==> src/pkg/hic_pkg.sv <==
// package of the hub identity and configuration register bank
// assumes one byte-wide register port fed by the serial slave engine
package hic_pkg;

  // ==========================================================
  // register offsets on the serial port
  localparam logic [7:0] HIC_OFS_VENDOR_ID_HIGH      = 8'h01;
  localparam logic [7:0] HIC_OFS_PRODUCT_ID_LOW      = 8'h02;
  localparam logic [7:0] HIC_OFS_PRODUCT_ID_HIGH     = 8'h03;
  localparam logic [7:0] HIC_OFS_RELEASE_NUMBER_LOW  = 8'h04;
  localparam logic [7:0] HIC_OFS_RELEASE_NUMBER_HIGH = 8'h05;
  localparam logic [7:0] HIC_OFS_HUB_CONFIG_ONE      = 8'h06;

  // ==========================================================
  // bank geometry, register slots in offset order
  localparam int         HIC_NUM_REGS  = 6;
  localparam logic [7:0] HIC_FIRST_OFS = HIC_OFS_VENDOR_ID_HIGH;
  localparam int         HIC_IDX_VID_H = 0;
  localparam int         HIC_IDX_PID_L = 1;
  localparam int         HIC_IDX_PID_H = 2;
  localparam int         HIC_IDX_REL_L = 3;
  localparam int         HIC_IDX_REL_H = 4;
  localparam int         HIC_IDX_HUB_CONFIG_ONE  = 5;

  // ==========================================================
  // field positions of the first configuration byte
  localparam int HIC_HUB_CONFIG_ONE_POWER_BIT    = 7;
  localparam int HIC_HUB_CONFIG_ONE_RESERVED_BIT = 6;

  // ==========================================================
  // reset values without an identity meaning, and the value read at unmapped offsets
  localparam logic [7:0] HIC_RST_PRODUCT_ID_HIGH     = 8'h00;
  localparam logic [7:0] HIC_RST_RELEASE_NUMBER_LOW  = 8'h00;
  localparam logic [7:0] HIC_RST_RELEASE_NUMBER_HIGH = 8'h00;
  localparam logic [7:0] HIC_RST_HUB_CONFIG_ONE      = 8'h00;
  localparam logic [7:0] HIC_RD_UNMAPPED             = 8'h00;

  // ==========================================================
  // values handed to the descriptor and power logic
  typedef struct packed {
    logic [7:0]  vendor_upper_byte;
    logic [15:0] product_id;
    logic [15:0] release_number;
    logic        power_scheme_select;
  } hic_ident_t;

endpackage

==> src/core/hic_regs.sv <==
// hub identity and first configuration byte register bank
// assumes reg_wr / reg_rd are one-cycle strobes from the serial slave engine,
// synchronous to ref_clk, with reg_addr and reg_wdata valid alongside
`timescale 1ns/1ps
`default_nettype none

module hic_regs
  import hic_pkg::*;
#(
  // arbitrary neutral defaults for the identity bytes
  parameter logic [7:0] VENDOR_ID_HIGH_RST = 8'h5a,
  parameter logic [7:0] PRODUCT_ID_LOW_RST = 8'ha5
) (
  input  wire logic       ref_clk,
  input  wire logic       resetn,
  input  wire logic       reg_wr,
  input  wire logic       reg_rd,
  input  wire logic [7:0] reg_addr,
  input  wire logic [7:0] reg_wdata,
  output var  logic [7:0] reg_rdata,
  output var  logic       reg_rvalid,
  output var  hic_ident_t ident
);

  // ==========================================================
  // address decode
  function automatic logic is_mapped(input logic [7:0] a);
    is_mapped = (a >= HIC_FIRST_OFS) && (a < HIC_FIRST_OFS + 8'(HIC_NUM_REGS));
  endfunction

  function automatic logic [2:0] slot_of(input logic [7:0] a);
    logic [7:0] d;
    d = a - HIC_FIRST_OFS;
    slot_of = d[2:0];
  endfunction

  localparam logic [7:0] RST_VAL [HIC_NUM_REGS] = '{
    VENDOR_ID_HIGH_RST, PRODUCT_ID_LOW_RST, HIC_RST_PRODUCT_ID_HIGH,
    HIC_RST_RELEASE_NUMBER_LOW, HIC_RST_RELEASE_NUMBER_HIGH, HIC_RST_HUB_CONFIG_ONE};

  logic [7:0] regs_q [HIC_NUM_REGS];
  wire        wr_hit = reg_wr && is_mapped(reg_addr);
  wire        rd_hit = is_mapped(reg_addr);
  wire  [2:0] slot   = slot_of(reg_addr);
  wire  [7:0] rd_mux = rd_hit ? regs_q[slot] : HIC_RD_UNMAPPED;

  // ==========================================================
  // register storage, one byte per slot
  genvar gi;
  generate
    for (gi = 0; gi < HIC_NUM_REGS; gi++) begin : g_reg
      wire sel = wr_hit && (slot == 3'(gi));
      always_ff @(posedge ref_clk) begin
        if (!resetn) begin
          regs_q[gi] <= RST_VAL[gi];
        end else if (sel) begin
          // whole byte stored; reserved bit 6 kept as written
          regs_q[gi] <= reg_wdata;
        end
      end
    end
  endgenerate

  // ==========================================================
  // read port, answer one cycle after the strobe
  logic [7:0] reg_rdata_q;
  logic       reg_rvalid_q;

  always_ff @(posedge ref_clk) begin
    if (!resetn) begin
      reg_rdata_q  <= 8'h00;
      reg_rvalid_q <= 1'h0;
    end else begin
      reg_rvalid_q <= reg_rd;
      if (reg_rd) begin
        reg_rdata_q <= rd_mux;
      end
    end
  end

  assign reg_rdata  = reg_rdata_q;
  assign reg_rvalid = reg_rvalid_q;

  // ==========================================================
  // values to the descriptor and power logic, straight from the bytes
  assign ident.vendor_upper_byte   = regs_q[HIC_IDX_VID_H];
  assign ident.product_id          = {regs_q[HIC_IDX_PID_H], regs_q[HIC_IDX_PID_L]};
  assign ident.release_number      = {regs_q[HIC_IDX_REL_H], regs_q[HIC_IDX_REL_L]};
  assign ident.power_scheme_select = regs_q[HIC_IDX_HUB_CONFIG_ONE][HIC_HUB_CONFIG_ONE_POWER_BIT];

  // identity seen right after any reset edge
  localparam hic_ident_t RST_IDENT = '{
    vendor_upper_byte:   VENDOR_ID_HIGH_RST,
    product_id:          {HIC_RST_PRODUCT_ID_HIGH, PRODUCT_ID_LOW_RST},
    release_number:      {HIC_RST_RELEASE_NUMBER_HIGH, HIC_RST_RELEASE_NUMBER_LOW},
    power_scheme_select: HIC_RST_HUB_CONFIG_ONE[HIC_HUB_CONFIG_ONE_POWER_BIT]
  };
endmodule

`default_nettype wire

==> config.mk <==
export PLATFORM = sky130hd
export DESIGN_NAME = hic_regs
export DESIGN_NICKNAME = d
export VERILOG_FILES = /design/src/pkg/hic_pkg.sv /design/src/core/hic_regs.sv
export SDC_FILE = /design/constraint.sdc
export NUM_CORES = 1
export LEC_CHECK = 0
export BUFFER_PORTS_ARGS = -buffer_cell sky130_fd_sc_hd__buf_2
export CORE_ASPECT_RATIO = 1.4
export CORE_MARGIN = 2
export CORE_UTILIZATION = 30
export DETAILED_ROUTE_END_ITERATION = 10
export GPL_TIMING_DRIVEN = 0
export PLACE_DENSITY = 0.53
export SYNTH_ARGS = -nofsm -noshare
export SYNTH_HDL_FRONTEND = slang
export SYNTH_SLANG_ARGS = --single-unit
==> constraint.sdc <==
create_clock -name ref_clk -period 2.99 [get_ports ref_clk]
set_input_delay 0.1495 -clock ref_clk [delete_from_list [all_inputs] [get_ports ref_clk]]
set_output_delay 0.1495 -clock ref_clk [all_outputs]
set_load 0.1 [all_outputs]
; Word-level counts from Yosys, hierarchy flattened
; Memory sizes are Yosys's and may differ from the RTL's.
; Cells that the tools add are included.
[totals]
reg_bits = 9
ramBits = 48
in_bits = 20
out_inout_bits = 50
word_cells = 52
n_memories = 1
[memory_table]
columns = memory, words, width, read_ports, rd_ports_with_merged_regs, write_ports, line_no
row1 = regs_q, 6, 8, 7, 0, 6, hic_regs.sv:41  ; logic [7:0] regs_q [HIC_NUM_REGS];
[op_classes]
addsub = 1
order_cmp = 2
eq_ne = 5
n_mux = 26
bitwise = 6
n_reduce_logical = 9
[ops]
columns = op, n
row1 = 8-bit 2-to-1 mux, 7
row2 = 1-bit 2-to-1 mux, 19
row3 = 8-bit by 1-bit >= comparator with 1-bit output (second input constant), 1
row4 = 1-bit logical AND, 8
row5 = 8-bit by 3-bit < comparator with 1-bit output (second input constant), 1
row6 = 3-bit by 2-bit == test with 1-bit output (second input constant), 2
row7 = 3-bit == test (second input constant), 2
row8 = 1-bit OR, 6
row9 = 3-bit by 1-bit == test with 1-bit output (second input constant), 1
row10 = 3-bit zero test, 1
row11 = 3-bit by 1-bit subtractor with 3-bit output (second input constant), 1

; Longest topological paths before layout
[depth]
depth_word = 8
ltp_mapped = 8
depth_no_buf = 5

; Worst setup path before layout
; OpenSTA, ideal clock, no wires.
[synth_timing]
path_kind = input port to flip-flop
start = input reg_addr[0]
end = memory regs_q[2][0], enable pin
setup_time_ns = 0.384
arrival_time_ns = 2.454
required_ns = 2.606
setup_slack_ns = 0.152
stages = 8
n_path_buf = 3
cell_sequence = buf_2 > buf_2 > inv_1 > ha_1 > clkbuf_1 > or2_1 > a211o_1 > o21ai_0
[synth_lines]
columns = element, line_no
row1 = start: declaration, hic_regs.sv:18  ; input wire logic [7:0] reg_addr,
row2 = end: declaration, hic_regs.sv:41

==> results.md <==
- Status: complete, but fails checks
- Failing checks: design-rule violations
- Worst-Skew Late Latency: 0.32 ns
- Final wirelength: 6.60 mm
- Final setup viols: 0
- Vias post-DR: 1815
- DRC: 2
- CTS Hold Bufs: 0
- Mapped Area: 0.00281 mm²
- Crit Path Max Fanout: 10
- Rows: 41
- Initial DRC count: 92
- Number of global-route vias before repair: 1845
- Initial antenna violation count: 0
- Unrepaired setup endpoints after global routing: no
- Type of the tightest min-delay check: in -> reg
- Sequential share of the synthesized area: 57.7%
- Placer Congestion: 0.832
- Seq cells post-synth: 57
- CTS tree: yes
- Fin. max-slew vios: 0
- Origin of the worst setup path: reg_addr[0]
- Post-DP HPWL: 5.13 mm
- CP Launch Type: input pin
- Final Skew: 0.00614 ns
- Initial Util: 30.9%
- Power density of the placed cells: 638 mW/mm²
- I/O Pins: 70
- First-pass DRT Iterations: 9
- Post-Syn Nets: 220
- Final Util: 40.0%
- CTS Buffer Depth: 2
- CP arrival: 2.77 ns
- Total Power: 2.32 mW
- Final hold violations: 0
- TritonCTS sink count: 57
- Nets: 301
- Root Driver: clkbuf_16
- Total GRT Usage: 13.9%
- Critical Setup Path Class: in -> reg
- WHS: 0.0666 ns
- Post-DRT Antenna Nets: 0
- Post-CTS Resized: 9
- Area of the core: 0.00908 mm²
- R2r worst-path depth: 3
- Die Ht: 119 µm
- GRT overflow: 0
- WHS Path Cells: 2
- Die Area: 0.0102 mm²
- WP data required: 3.02 ns
- Mapped Cells: 195
- Slew of the pin with the lowest slew margin: 0.769 ns
- Die width: 85.8 µm
- Final Cycle Share: 91.5%
- Worst reg2reg startpoint: regs_q[3][3]
- Avg Cell Area, Syn: 14.4 µm²
- Min Clock Period, post-route: 2.74 ns
- Warnings from Yosys: 0
- F_max: 366 MHz
- DR WL/cell: 17.0 µm
- Synth cell types: 32
- Worst IR Drop VDD: 0.378 mV
- P&R area growth vs syn: 29.2%
- Via/cell ratio: 4.68
- HP Start: reg_rd
- First-pass GRT wire length: 10.2 mm
- Layout cells sized above 1: 43.1%
- Max-Cap Viols: 0
- Post-CTS setup buffer count: 0
- Rel. slew slack: 48.7%
- Antenna cells: 0
- Port bufs: 68
- Leak: 1.37 nW
- Largest net degree at the start of global routing: 12
- Total CTS buffers: 9
- H-tree depth: 3
- Critical path endpoint category: register
- Clock transition at the registers of the reported paths: 0.05 ns
==> through the flow <==
step	worst slack, ns	area (µm²)	instances	TNS (ns)
2_1_floorplan	0.152	2810	195	0
3_3_place_gp	-0.826	3280	370	-34.55
3_5_place_dp	-0.782	3300	372	-24.63
4_1_cts	0.0401	3620	388	0
5_1_grt	0.0469	3630	388	0
6_report	0.255	3630	388	0
==> area by class of cell <==
type                            count  area (µm²)
Clock buffer                        9         225
Timing Repair Buffer               70         353
Clock inverter                      7        71.3
Tap cell                          107         134
Inverter                            3        11.3
Buffer                              8        40.0
Sequential cell                    57        1620
Multi-Input combinational cell    127        1170
Fill cell                         870        5450
==> critical path, stage by stage <==
cell	delay [ns]
buf_2	0.10
buf_2	0.28
clkbuf_4	0.31
inv_1	0.10
ha_1	0.20
clkbuf_1	0.22
or2_1	0.43
a211o_1	0.41
o21ai_2	0.32
buf_2	0.23
==> flip-flops by register name (all words and copies together), names as in the netlist <==
| signal | cells |
|---|---|
| regs_q | 48 |
| reg_rvalid | 1 |
| reg_rdata | 8 |
==> placed cells by master, fill, tap and decap left out, types with 2 or more instances in the layout <==
| cell | count |
|---|---|
| ha_1 | 5 |
| inv_1 | 3 |
| nand2_1 | 12 |
| mux2_2 | 8 |
| edfxtp_1 | 48 |
| dfxtp_1 | 9 |
| buf_2 | 71 |
| mux4_2 | 8 |
| o21ai_2 | 5 |
| clkinvlp_4 | 2 |
| a2111oi_4 | 6 |
| o21ai_0 | 8 |
| buf_4 | 2 |
| clkbuf_16 | 9 |
| and2_1 | 41 |
| buf_1 | 2 |
| clkbuf_1 | 2 |
| clkinv_4 | 2 |
| nand2b_1 | 9 |
| mux2i_1 | 8 |
| nand3b_1 | 2 |
==> path summary, 6_finish.rpt <==
kind	end	slack, ns
worst max register to register	reg_rdata[3]	1.72
worst max-delay path	regs_q[2][4]	0.25
worst min register to register	reg_rdata[0]	0.44
worst min-delay path	reg_rvalid	0.07
==> cells by family (layout without fill, tap and decap cells) <==
| logic type | after synthesis | after routing | synth area share (%) |
|---|---|---|---|
| compound gates | 22 | 22 | 9.04 |
| xor+xnor | 1 | 1 | 0.579 |
| fa+ha+maj | 5 | 5 | 2.23 |
| buf+inv | 11 | 97 | 1.74 |
| flops | 57 | 57 | 57.7 |
| mux | 24 | 24 | 12.5 |
| simple gates | 75 | 75 | 16.3 |
==> metal layers <==
layer	wire (µm)	global-route usage [%]	vias to the layer above
li1	-	-	888
met1	2520	15.2	866
met2	3580	24.1	42
met3	248	2.58	19
met4	254	9.13	0
met5	0	0	-
==> report_power, final <==
part	switching (mW)	internal [mW]
registers	0.0187	0.896
logic	0.329	0.0867
clock network	0.346	0.641
==> synth_stat cells, drive strengths merged <==
master,count,area share [%]
a2111oi,6,5.9
a211o,1,0.31
a211oi,1,0.27
and2,41,9.1
buf,6,1.1
clkbuf,2,0.27
dfxtp,9,6.4
edfxtp,48,51
ha,5,2.2
inv,3,0.40
mux2,8,3.2
mux2i,8,2.8
mux4,8,6.4
nand2,12,1.6
nand2b,9,2.0
nand3,1,0.18
nand3b,2,0.53
nand4,1,0.22
nand4bb,1,0.40
nor2b,1,0.22
nor3,1,0.18
o21ai,13,2.3
o31ai,1,0.27
or2,2,0.45
or3,1,0.22
or3b,2,0.62
or4b,1,0.49
xor2,1,0.58
Power figures use the tool's default switching activity.
